<file path="src/hw/pfta_defines.svh">
/*
 * register offsets, field positions, reset values and timing counts
 * for the program flash table access unit.
 * assumes inclusion by bare name from files under hw/.
 */
`ifndef PFTA_DEFINES_SVH
`define PFTA_DEFINES_SVH

// register byte addresses on the apb bus
`define PFTA_OFS_CONTROL 12'h000
`define PFTA_OFS_UNLOCK 12'h004
`define PFTA_OFS_LATCH 12'h008
`define PFTA_OFS_PTR_UPPER 12'h00C
`define PFTA_OFS_PTR_HIGH 12'h010
`define PFTA_OFS_PTR_LOW 12'h014
`define PFTA_OFS_TABLE_OP 12'h018

// control register field positions
`define PFTA_BIT_SPACE 6
`define PFTA_BIT_ERASE 4
`define PFTA_BIT_ERROR 3
`define PFTA_BIT_WRITE_ENABLE 2
`define PFTA_BIT_START 1

// table operation command register fields
`define PFTA_BIT_OP_WRITE 2
`define PFTA_OP_MODE_LO 0

// unlock key bytes
`define PFTA_KEY_FIRST 8'h55
`define PFTA_KEY_SECOND 8'hAA

// holding register erased value
`define PFTA_HOLD_BLANK 8'hFF

// programming time, in microseconds, and its cycle count at 50 MHz
`define PFTA_PROG_TIME_US 2000
`define PFTA_CLK_MHZ 50
`define PFTA_PROG_CYCLES (`PFTA_PROG_TIME_US * `PFTA_CLK_MHZ)

`endif

</file>
<file path="src/hw/pfta_pkg.sv">
/*
 * types shared by the program flash table access unit.
 * assumes nothing of its surroundings.
 */
package pfta_pkg;

    // pointer action applied by a table operation
    typedef enum logic [1:0] {
        PFTA_PTR_KEEP = 2'b00,
        PFTA_PTR_POST_INC = 2'b01,
        PFTA_PTR_POST_DEC = 2'b10,
        PFTA_PTR_PRE_INC = 2'b11
    } pfta_ptr_act_t;

    // sequencer states
    typedef enum logic [2:0] {
        PFTA_ST_IDLE = 3'b000,
        PFTA_ST_READ = 3'b001,
        PFTA_ST_ERASE = 3'b010,
        PFTA_ST_PROG = 3'b011,
        PFTA_ST_WAIT = 3'b100
    } pfta_state_t;

    // unlock tracking
    typedef enum logic [1:0] {
        PFTA_UL_NONE = 2'b00,
        PFTA_UL_FIRST = 2'b01,
        PFTA_UL_OPEN = 2'b10
    } pfta_unlock_t;

endpackage : pfta_pkg

</file>
<file path="src/hw/pfta_prog_timer.sv">
/*
 * self-timed programming timer: counts a fixed number of cycles after start.
 * assumes start is a one-cycle pulse and is not raised while busy.
 */
`timescale 1ns/10ps
`include "pfta_defines.svh"
module pfta_prog_timer import pfta_pkg::*; #(
    parameter int unsigned CYCLES = `PFTA_PROG_CYCLES
) (
    // clock and reset
    input wire logic pclk,
    input wire logic presetn,
    // control
    input wire logic start,
    output logic busy,
    output logic done
);
    // whole state of the timer
    typedef struct packed {
        logic [23:0] cnt;
        logic busy;
        logic done;
    } pfta_tmr_t;

    pfta_tmr_t s_q;
    pfta_tmr_t s_d;

    // next state: load on start, count down, pulse done at zero
    always_comb begin
        s_d = s_q;
        s_d.done = 1'b0;
        if (start) begin
            s_d.busy = 1'b1;
            s_d.cnt = 24'(CYCLES - 1);
        end else if (s_q.busy) begin
            if (s_q.cnt == 24'h000000) begin
                s_d.busy = 1'b0;
                s_d.done = 1'b1;
            end else begin
                s_d.cnt = s_q.cnt - 24'h000001;
            end
        end
    end

    // state register
    always_ff @(posedge pclk or negedge presetn) begin
        if (!presetn) begin
            s_q <= '0;
        end else begin
            s_q <= s_d;
        end
    end

    assign busy = s_q.busy;
    assign done = s_q.done;
endmodule : pfta_prog_timer

</file>
<file path="src/hw/pfta_table_access.sv">
/*
 * program flash table access unit: byte latch, 22-bit pointer, 16 holding
 * registers, row erase and block program sequencer behind an apb slave.
 * assumes a flash array port that answers a read in one cycle and accepts
 * one-cycle erase and program strobes; the timing of the array is covered
 * by the internal programming timer.
 */
`timescale 1ns/10ps
`include "pfta_defines.svh"
// Notes on behaviour
// - reads one byte; program 16, erase 64
// - no whole-array erase reachable
// - fetch stalls until timer ends operation
// - single 8-bit latch moves all bytes
// - read uses all 22 pointer bits
// - write stores latch into holding[ptr[3:0]]
// - program block chosen by ptr[21:4]
// - erase row chosen by ptr[21:6]
// - unlock register stores nothing, reads zero
// - control bit 6 selects configuration space
// - bit 4 makes start erase; cleared after
// - bit 2 enables writes; zero at reset
// - bit 3 flags interrupted or improper write
// - error leaves space select unchanged
// - bit 1 starts cycle; hardware clears it
// - control bits 7, 5, 0 read zero
// - 22-bit pointer from three bytes
// - auto update touches low 21 bits only
// - four pointer actions per table operation
// - start honoured only after 55h then AAh
// - holding registers reset to FFh after programming
// - stall about 2 ms per operation
module pfta_table_access import pfta_pkg::*; #(
    parameter int unsigned PROG_CYCLES = `PFTA_PROG_CYCLES
) (
    // apb slave
    input wire logic pclk,
    input wire logic presetn,
    input wire logic psel,
    input wire logic penable,
    input wire logic pwrite,
    input wire logic [11:0] paddr,
    input wire logic [31:0] pwdata,
    output logic [31:0] prdata,
    output logic pready,
    output logic pslverr,
    // reset-cause input: high on the first cycle after a device reset
    input wire logic reset_seen,
    // flash array read port
    output logic [21:0] flash_addr,
    output logic flash_space,
    output logic flash_rd,
    input wire logic [7:0] flash_rdata,
    // flash array erase and program port
    output logic flash_erase,
    output logic flash_prog,
    output logic [127:0] flash_wdata,
    // core fetch stall
    output logic fetch_stall
);
    // whole state of the unit
    typedef struct packed {
        pfta_state_t st;
        pfta_unlock_t ul;
        logic [7:0] latch;
        logic [21:0] ptr;
        logic space;
        logic erase_en;
        logic err;
        logic write_enable;
        logic start;
        logic tmr_go;
        logic [15:0][7:0] hold;
        logic [31:0] prdata;
        logic pready;
        logic pslverr;
        logic [21:0] faddr;
        logic fspace;
        logic frd;
        logic ferase;
        logic fprog;
        logic stall;
        logic [1:0] rd_act;
    } pfta_state_s_t;

    pfta_state_s_t s_q;
    pfta_state_s_t s_d;
    logic tmr_busy;
    logic tmr_done;
    logic acc;
    logic [7:0] wb;
    logic [21:0] p_eff;

    // self-timed programming timer
    pfta_prog_timer #(
        .CYCLES(PROG_CYCLES)
    ) u_timer (
        .pclk(pclk),
        .presetn(presetn),
        .start(s_q.tmr_go),
        .busy(tmr_busy),
        .done(tmr_done)
    );

    // access phase, one answer per transfer, given after at least one wait cycle
    assign acc = psel && penable && !s_q.pready;
    assign wb = pwdata[7:0];

    // pointer after an auto update; top bit never moves
    function automatic logic [21:0] ptr_step(input logic [21:0] p, input logic up);
        logic [20:0] low;
        low = up ? p[20:0] + 21'h000001 : p[20:0] - 21'h000001;
        return {p[21], low};
    endfunction : ptr_step

    // next state
    always_comb begin
        s_d = s_q;
        s_d.pready = 1'b0;
        s_d.pslverr = 1'b0;
        s_d.frd = 1'b0;
        s_d.ferase = 1'b0;
        s_d.fprog = 1'b0;
        s_d.tmr_go = 1'b0;
        p_eff = s_q.ptr;
        // a reset seen in any state, whether or not a self-timed cycle ran, leaves the error flag
        if (reset_seen) begin
            s_d.err = 1'b1;
        end
        case (s_q.st)
            PFTA_ST_IDLE: begin
                if (acc) begin
                    s_d.pready = 1'b1;
                    s_d.prdata = 32'h00000000;
                    if (pwrite) begin
                        // any write other than the second key drops an open unlock
                        if (paddr != `PFTA_OFS_CONTROL) begin
                            s_d.ul = PFTA_UL_NONE;
                        end
                        if (paddr == `PFTA_OFS_CONTROL) begin
                            s_d.space = wb[`PFTA_BIT_SPACE];
                            s_d.erase_en = wb[`PFTA_BIT_ERASE];
                            s_d.write_enable = wb[`PFTA_BIT_WRITE_ENABLE];
                            s_d.err = wb[`PFTA_BIT_ERROR] | reset_seen;
                            s_d.ul = PFTA_UL_NONE;
                            if (wb[`PFTA_BIT_START]) begin
                                if (wb[`PFTA_BIT_WRITE_ENABLE] && s_q.ul == PFTA_UL_OPEN) begin
                                    // honoured start: stall and launch
                                    s_d.start = 1'b1;
                                    s_d.err = reset_seen; // a fresh run starts clean
                                    s_d.stall = 1'b1;
                                    s_d.tmr_go = 1'b1;
                                    s_d.fspace = wb[`PFTA_BIT_SPACE];
                                    if (wb[`PFTA_BIT_ERASE]) begin
                                        // row only, low six bits dropped
                                        s_d.faddr = {s_q.ptr[21:6], 6'h00};
                                        s_d.ferase = 1'b1;
                                        s_d.st = PFTA_ST_ERASE;
                                    end else begin
                                        // 16-byte block from the holding registers
                                        s_d.faddr = {s_q.ptr[21:4], 4'h0};
                                        s_d.fprog = 1'b1;
                                        s_d.st = PFTA_ST_PROG;
                                    end
                                end else begin
                                    // improper start is ignored and flagged
                                    s_d.err = 1'b1; // space select kept
                                end
                            end
                        end else if (paddr == `PFTA_OFS_UNLOCK) begin
                            // unlock keys tracked, nothing stored
                            if (wb == `PFTA_KEY_FIRST) begin
                                s_d.ul = PFTA_UL_FIRST;
                            end else if (wb == `PFTA_KEY_SECOND && s_q.ul == PFTA_UL_FIRST) begin
                                s_d.ul = PFTA_UL_OPEN;
                            end
                        end else if (paddr == `PFTA_OFS_LATCH) begin
                            s_d.latch = wb;
                        end else if (paddr == `PFTA_OFS_PTR_UPPER) begin
                            s_d.ptr[21:16] = wb[5:0];
                        end else if (paddr == `PFTA_OFS_PTR_HIGH) begin
                            s_d.ptr[15:8] = wb;
                        end else if (paddr == `PFTA_OFS_PTR_LOW) begin
                            s_d.ptr[7:0] = wb;
                        end else if (paddr == `PFTA_OFS_TABLE_OP) begin
                            // table operation: pre-increment first if asked
                            if (pfta_ptr_act_t'(wb[1:0]) == PFTA_PTR_PRE_INC) begin
                                p_eff = ptr_step(s_q.ptr, 1'b1);
                            end
                            if (wb[`PFTA_BIT_OP_WRITE]) begin
                                s_d.hold[p_eff[3:0]] = s_q.latch;
                            end else begin
                                // read whole 22-bit byte address into latch
                                s_d.faddr = p_eff;
                                s_d.fspace = s_q.space;
                                s_d.frd = 1'b1;
                                s_d.st = PFTA_ST_READ;
                                s_d.pready = 1'b0;
                            end
                            s_d.rd_act = wb[1:0];
                            case (pfta_ptr_act_t'(wb[1:0]))
                                PFTA_PTR_POST_INC: s_d.ptr = ptr_step(s_q.ptr, 1'b1);
                                PFTA_PTR_POST_DEC: s_d.ptr = ptr_step(s_q.ptr, 1'b0);
                                PFTA_PTR_PRE_INC: s_d.ptr = p_eff;
                                default: s_d.ptr = s_q.ptr;
                            endcase
                        end else begin
                            s_d.pslverr = 1'b1; // unmapped address
                        end
                    end else begin
                        // register reads
                        if (paddr == `PFTA_OFS_CONTROL) begin
                            s_d.prdata[`PFTA_BIT_SPACE] = s_q.space; // reserved bits stay zero
                            s_d.prdata[`PFTA_BIT_ERASE] = s_q.erase_en;
                            s_d.prdata[`PFTA_BIT_ERROR] = s_q.err;
                            s_d.prdata[`PFTA_BIT_WRITE_ENABLE] = s_q.write_enable;
                            s_d.prdata[`PFTA_BIT_START] = s_q.start;
                        end else if (paddr == `PFTA_OFS_UNLOCK) begin
                            s_d.prdata = 32'h00000000;
                        end else if (paddr == `PFTA_OFS_LATCH) begin
                            s_d.prdata[7:0] = s_q.latch;
                        end else if (paddr == `PFTA_OFS_PTR_UPPER) begin
                            s_d.prdata[5:0] = s_q.ptr[21:16];
                        end else if (paddr == `PFTA_OFS_PTR_HIGH) begin
                            s_d.prdata[7:0] = s_q.ptr[15:8];
                        end else if (paddr == `PFTA_OFS_PTR_LOW) begin
                            s_d.prdata[7:0] = s_q.ptr[7:0];
                        end else if (paddr == `PFTA_OFS_TABLE_OP) begin
                            s_d.prdata = 32'h00000000;
                        end else begin
                            s_d.pslverr = 1'b1;
                        end
                    end
                end
            end
            PFTA_ST_READ: begin
                // array answers one cycle after the strobe
                s_d.st = PFTA_ST_WAIT;
            end
            PFTA_ST_WAIT: begin
                s_d.latch = flash_rdata;
                s_d.pready = 1'b1;
                s_d.prdata = 32'h00000000;
                s_d.st = PFTA_ST_IDLE;
            end
            PFTA_ST_ERASE, PFTA_ST_PROG: begin
                // bus held off while fetch is stalled; timer ends it
                if (tmr_done) begin
                    s_d.start = 1'b0;
                    s_d.stall = 1'b0;
                    s_d.err = s_q.err | reset_seen; // clear unless a reset hit the run
                    if (s_q.st == PFTA_ST_ERASE) begin
                        s_d.erase_en = 1'b0;
                    end else begin
                        for (int i = 0; i < 16; i++) begin
                            s_d.hold[i] = `PFTA_HOLD_BLANK;
                        end
                    end
                    s_d.st = PFTA_ST_IDLE;
                end
            end
            default: begin
                s_d.st = PFTA_ST_IDLE;
            end
        endcase
    end

    // state register; holding registers reset blank
    always_ff @(posedge pclk or negedge presetn) begin
        if (!presetn) begin
            s_q <= '0;
            s_q.hold <= {16{`PFTA_HOLD_BLANK}};
        end else begin
            s_q <= s_d;
        end
    end

    // outputs straight from flip-flops
    assign prdata = s_q.prdata;
    assign pready = s_q.pready;
    assign pslverr = s_q.pslverr;
    assign flash_addr = s_q.faddr;
    assign flash_space = s_q.fspace;
    assign flash_rd = s_q.frd;
    assign flash_erase = s_q.ferase;
    assign flash_prog = s_q.fprog;
    assign flash_wdata = s_q.hold; // bytes FFh leave flash unchanged
    assign fetch_stall = s_q.stall;
endmodule : pfta_table_access

</file>
<file path="config.mk">
export PLATFORM = sky130hd
export DESIGN_NAME = pfta_table_access
export DESIGN_NICKNAME = d
export VERILOG_FILES = /design/src/hw/pfta_pkg.sv /design/src/hw/pfta_prog_timer.sv /design/src/hw/pfta_table_access.sv
export VERILOG_INCLUDE_DIRS = /design/src /design/src/hw
export SDC_FILE = /design/constraint.sdc
export NUM_CORES = 1
export LEC_CHECK = 0
export ABC_AREA = 1
export ABC_CLOCK_PERIOD_IN_PS = 2700
export BUFFER_PORTS_ARGS = -buffer_cell sky130_fd_sc_hd__buf_2
export CAP_MARGIN = 20
export CORE_UTILIZATION = 45
export DETAILED_ROUTE_END_ITERATION = 12
export GPL_TIMING_DRIVEN = 1
export PLACE_DENSITY = 0.65
export SLEW_MARGIN = 10
export SYNTH_ARGS = -nofsm -noshare
export SYNTH_HDL_FRONTEND = slang
export SYNTH_SLANG_ARGS = --single-unit
</file>
<file path="constraint.sdc">
create_clock -name pclk -period 2.7 [get_ports pclk]
set_clock_uncertainty 0.2 [all_clocks]
set_input_delay 0.27 -clock pclk [delete_from_list [all_inputs] [get_ports pclk]]
set_output_delay 0.27 -clock pclk [all_outputs]
set_load 0.01 [all_outputs]
</file>
### Yosys cells after proc, flatten, opt, wreduce, memory -nomap -nowiden

Index checks and enable logic that the tools add are counted.

* register bits: 258
* input port bits: 58
* output and inout bits: 189

* add/subtract/negate cells: 3
* $lt $le $gt $ge: 2
* equal/unequal tests: 57
* muxes and demuxes: 146
* bitwise logic cells: 8
* reductions and logical operators: 37

Operator list (count)
* 2-to-1 mux 128 bit: 10
* 2-to-1 mux 32 bit: 11
* 2-to-1 mux 22 bit: 12
* one-hot mux 128 bit (2 select lines): 1
* 2-to-1 mux 232 bit: 1
* 2-to-1 mux 26 bit: 7
* 2-to-1 mux 169 bit: 1
* 2-to-1 mux 24 bit: 6
* bitwise mux 128 bit: 1
* 2-to-1 mux 8 bit: 15
* 2-to-1 mux 23 bit: 3
* one-hot mux 22 bit (3 select lines): 1
* one-hot mux 33 bit (2 select lines): 1
* 2-to-1 mux 30 bit: 2
* != test 2 bit, second input constant: 28
* 2-to-1 mux 25 bit: 2
* AND reduction 10 bit: 4
* 2-to-1 mux 3 bit: 13
* equality test 12 x 5 -> 1 bit, second input constant: 3
* AND reduction 12 bit: 3
* demux 8 bit (select 4 bit): 1
* 2-to-1 mux 2 bit: 16
* 2-to-1 mux 6 bit: 5
* 2-to-1 mux 29 bit: 1
* other kinds (44): 105

### Logic depth before layout (Yosys ltp)

* depth after elaboration: 28
* depth in mapped cells: 13

### Cells and area by module

Synthesis repeated with hierarchy kept, for this count alone.

* cells, all modules: 2376
* area total of the unflattened synthesis: 16295.6 um^2

By module, submodules not included
* pfta_table_access: times used 1, cells an instance 2123, area an instance 14604.0 um^2, sequential area each 5290.1 um^2
* pfta_prog_timer: times used 1, cells an instance 253, area an instance 1691.6 um^2, sequential area each 650.6 um^2

### Worst setup path before layout

No wires, ideal clock.

* path kind: flip-flop to flip-flop
* start point: register s_q[197] in the netlist's numbering
* end point: register s_q, in the netlist flash_wdata[105]
* arrival time: 1870 ps
* required time: 2439 ps
* setup slack: 569 ps
* cell stages (with the launch flop): 12
* path buffers: 2
* path through: dfrtp_1 > buf_4 > inv_2 > ha_1 > nand2_1 > o21ai_2 > nor2_1 > buf_2 > nand4_1 > nand2_1 > nand3_1 > nand2_1

* word-level cells in the longest chain between the ends: 28
* elaborated cells on any way between the ends: 29
* classes of those cells: 1 x add/sub; 2 x order compare; 25 x mux; 1 x reduce/logical

Ends and longest elaborated chain
* from (decl): line pfta_table_access.sv:86 `pfta_state_s_t s_q;`
* adder 21 x 1 -> 21 bit
* 2-to-1 mux 21 bit *: line pfta_table_access.sv:187 `if (pfta_ptr_act_t'(wb[1:0]) == PFTA_PTR_PRE_INC) begin`
* 2-to-1 mux 22 bit *: line pfta_table_access.sv:185 `` end else if (paddr == `PFTA_OFS_TABLE_OP) begin ``
* 2-to-1 mux 22 bit *: line pfta_table_access.sv:183 `` end else if (paddr == `PFTA_OFS_PTR_LOW) begin ``
* 2-to-1 mux 22 bit *: line pfta_table_access.sv:181 `` end else if (paddr == `PFTA_OFS_PTR_HIGH) begin ``
* 2-to-1 mux 22 bit *: line pfta_table_access.sv:179 `` end else if (paddr == `PFTA_OFS_PTR_UPPER) begin ``
* 2-to-1 mux 22 bit *: line pfta_table_access.sv:177 `` end else if (paddr == `PFTA_OFS_LATCH) begin ``
* 2-to-1 mux 22 bit *: line pfta_table_access.sv:170 `` end else if (paddr == `PFTA_OFS_UNLOCK) begin ``
* [12 not listed]
* 2-to-1 mux 128 bit *: line pfta_table_access.sv:181
* 2-to-1 mux 128 bit *: line pfta_table_access.sv:179
* 2-to-1 mux 128 bit *: line pfta_table_access.sv:177
* 2-to-1 mux 128 bit *: line pfta_table_access.sv:170
* 2-to-1 mux 128 bit *: line pfta_table_access.sv:140 `` if (paddr == `PFTA_OFS_CONTROL) begin ``
* 2-to-1 mux 169 bit *: line pfta_table_access.sv:135 `if (pwrite) begin`
* 2-to-1 mux 232 bit *: line pfta_table_access.sv:132 `if (acc) begin`
* one-hot mux 128 bit (2 select lines) *: line pfta_table_access.sv:130 `case (s_q.st)`

Mark *: on every way between the ends. The rest lies on a longest branch, timed or not. The select of a mux whose other input is x is not followed.
A chain may end at the register's enable or synchronous reset.

### Worst setup path after layout

* start point: register s_q, in the netlist pready
* end point: register s_q, in the netlist flash_wdata[56]

* word-level cells in the longest chain between the ends: 4

Ends and longest elaborated chain
* logical NOT 1 bit: line pfta_table_access.sv:106 `assign acc = psel && penable && !s_q.pready;`
* logical AND 1 bit: line pfta_table_access.sv:106
* != test 2 bit (no source line)
* AND reduction 13 bit (no source line)

Every way passes these cells.

==> results.toml <==
[synth]
yosysTopAreaCellShare_pct = 21.3
synth-async-reset-ratio_pct = 100
ys.warnings.count = 0
syn_area_sq_um = 15800
synth.area.top_cells = "dfstp_2 (21%), nand2_1 (19%), dfrtp_1 (16%), buf_4 (8.9%), nand3_1 (8.2%)"
synth_most_common_cell = "nand2_1"
ys_ff_latch = 231
synth-edff-count = 0
synthCells = 2268
yosys.area.top_type = "dfstp_2"
ys_seq_area_share_pct = 37.7
synth_ff_type = "dfstp_2"
netlist_top_cells_count = "nand2_1 (804), nand3_1 (259), buf_4 (188), nor2_1 (186), nand4_1 (145)"
ys_types = 45
avgSynthCellArea_sq_um = 6.95

[timing]
slew-limit-headroom_pct = 55.8
tightest_slew_ps = 661
whs_ps = 32.9
fmax_mhz = 392
setup_viol_count_final = 0
finalHoldViolCount = 0
finalMaxSlewViolations = 0
period_needed_ps = 2550
finalWorstSetupSlack_ps = 146
fin_setup_tns_ps = 0
fin_crit_sh_pct = 94.6

[placement]
routabilityCongestion = 0.937
port-buffer-count = 198
detailed_place_hpwl_mm = 33.5
place_inst = 2731
pre_cts_slack_ps = -105

[setup_path]
cp-end-kind = "flop"
rr_worst_depth = 12
critPathTopFamily = "simple AND/OR/NAND/NOR gates"
start_kind = "flop"
cp_common_cell = "nand2_1"
timing.rr.start = "pready"
cp_slowest_cell = "dfrtp_1"
cp-startpoint = "pready"
cp_max_fo = 38
critPathArrivalTime_ps = 2840
required_ps = 2980
path_class = "reg2reg"
crit_cells = 12
path_cells = "inv_1 -> nand4_1 -> nand2_1 -> nand2_1 -> a21oi_1 -> nand3_2 -> nor2_8 -> buf_12 -> buf_12 -> nand2_2 -> nand2_1 -> nand2_1"
crit_buf_inv = 3
cp_slowest_stage_delay_ps = 380

[clock_network]
cts_buffers = 28
clkLatencyLatePin_ps = 560
path_clk_slew_ps = 60
ctsLongestPathBuffers = 3
cts.sinks = 231
cts_tree = "done"
h-tree-depth = 1
root_buffer = "clkbuf_16"

[final_layout]
syn_to_final_growth_pct = 11.1
fin_cells = 2815
antenna_cells = 0
drive_gt1_share_pct = 23.4
fin_nets = 2403

[min_path]
min_delay_path_depth = 4
worst_hold_startpoint = "pwdata[0]"
hp-class = "in2reg"

[global_route]
grt_pass1_vias = 14100
grt_max_degree = 72
grt_pass1_wl_mm = 75.7
grt.overflow.total = 0
antenna_found_initial = 0
grt_util_all_layers_pct = 26.6

[die]
rows = 68
coreArea_sq_um = 34500
ios = 247
die_y_um = 189
initial_utilization_pct = 45.7
die_area_sq_um = 35800
die_x_um = 189

[flow_run]
maxCapViolations = 0

[detailed_routing]
dr.pass1.iters = 7
drc = 0
wirelength_mm = 48.1
num_vias = 15100
final_antenna_net_count = 0
viasPerCell = 5.37
drt_iter0_markers = 1361
wire_per_inst_um = 17.1

[pwr]
ir_drop_uv = 462
p_leak_nw = 9.62
p_per_area_nw_per_um2 = 441
p_total_mw = 7.72

[status]
outcome = "complete, no violations"
==> stage by stage <==
| step | instance area [sq um] | utilization [%] |
|---|---|---|
| after floorplan | 15900 | - |
| after global placement | 16200 | 47.0 |
| after detailed placement | 16200 | 47.0 |
| after CTS | 17400 | 50.3 |
| after global routing | 17500 | 50.7 |
| final | 17500 | 50.7 |
==> cells in the final DEF, fill, tap and decap left out, types with 10 or more instances in the layout <==
cell / Yosys / final
a21oi_1: 30 / 30
o21ai_0: 72 / 72
nor2_1: 186 / 176
buf_2: 62 / 197
inv_2: 9 / 10
dfstp_2: 128 / 128
dlygate4sd3_1: 0 / 22
nand3_1: 259 / 259
nor2_2: 5 / 15
buf_4: 188 / 83
inv_1: 109 / 107
nand2_1: 804 / 802
nor2_4: 8 / 11
clkbuf_16: 0 / 30
conb_1: 1 / 24
xor2_1: 12 / 12
dfrtp_1: 103 / 101
nand2_2: 29 / 31
buf_12: 0 / 12
nand4_1: 145 / 145
==> path summary, 6_finish.rpt <==
kind,endpoint,slack (ps)
max reg2reg,flash_wdata[56],150
max in group asynchronous,flash_wdata[12],1430
min in group asynchronous,s_q[204],120
min reg2reg,flash_wdata[75],260
max,flash_wdata[56],150
min,s_q[205],30
==> layer usage <==
metal	part of all wire (%)	up-vias	routed length (um)	track usage [%]
met3	8.3	91	4000	4.00
met5	0	-	0	0
met1	43	7044	20800	36.5
met4	2.5	0	1210	7.66
li1	-	7336	-	-
met2	46	641	22200	43.3
==> sequential cells by signal, indices dropped and copies added (netlist names) <==
signal,cells
flash_wdata,128
s_q,40
u_timer.s_q,24
flash_addr,22
prdata,8
fetch_stall,1
flash_erase,1
flash_prog,1
flash_rd,1
flash_space,1
pready,1
pslverr,1
u_timer.busy,1
u_timer.done,1
==> tightest hold or removal path: cells and delay by family <==
| family | cells | cell delay, ps |
|---|---|---|
| buffers and inverters | 2 | 250 |
| AO/OA/AOI/OAI | 2 | 240 |
==> area by class of cell <==
class                           instances  area [sq um]
Clock buffer                           40           818
Tap cell                              455           569
Fill cell                            3494         17000
Sequential cell                       231          5940
Inverter                              118           445
Clock inverter                         11          86.3
Multi-Input combinational cell       1644          7560
Timing Repair Buffer                  316          2100
==> report_power, final <==
group          total, mW  switching (mW)  internal (mW)
clock               3.75            1.55           2.20
combinational      0.486           0.360          0.126
sequential          3.49         0.00449           3.48
total               7.72            1.92           5.80
==> logic make-up (layout without fill, tap and decap cells) <==
| family | count (synthesis) | count (layout) | share of synthesized area (%) |
|---|---|---|---|
| and+or+nand+nor | 1460 | 1463 | 40.7 |
| buffers and inverters | 419 | 485 | 15.4 |
| DFF | 231 | 231 | 37.7 |
| AOI/OAI and AO/OA | 136 | 136 | 4.85 |
| xor gates and xnor gates | 15 | 15 | 0.881 |
| adders and majority gates | 6 | 6 | 0.476 |
| other | 1 | 24 | 0.0238 |
==> what timing repair did <==
action | CTS | global route
cloned | 2 | 1
hold buffers | 22 | 0
gates resized for setup | 0 | 6
pin swaps | 1 | 4
buffers inserted | 0 | 8
setup endpoints to repair | 88 | 113
endpoints found under the hold margin | 135 | 0
Power figures use the tool's default switching activity.
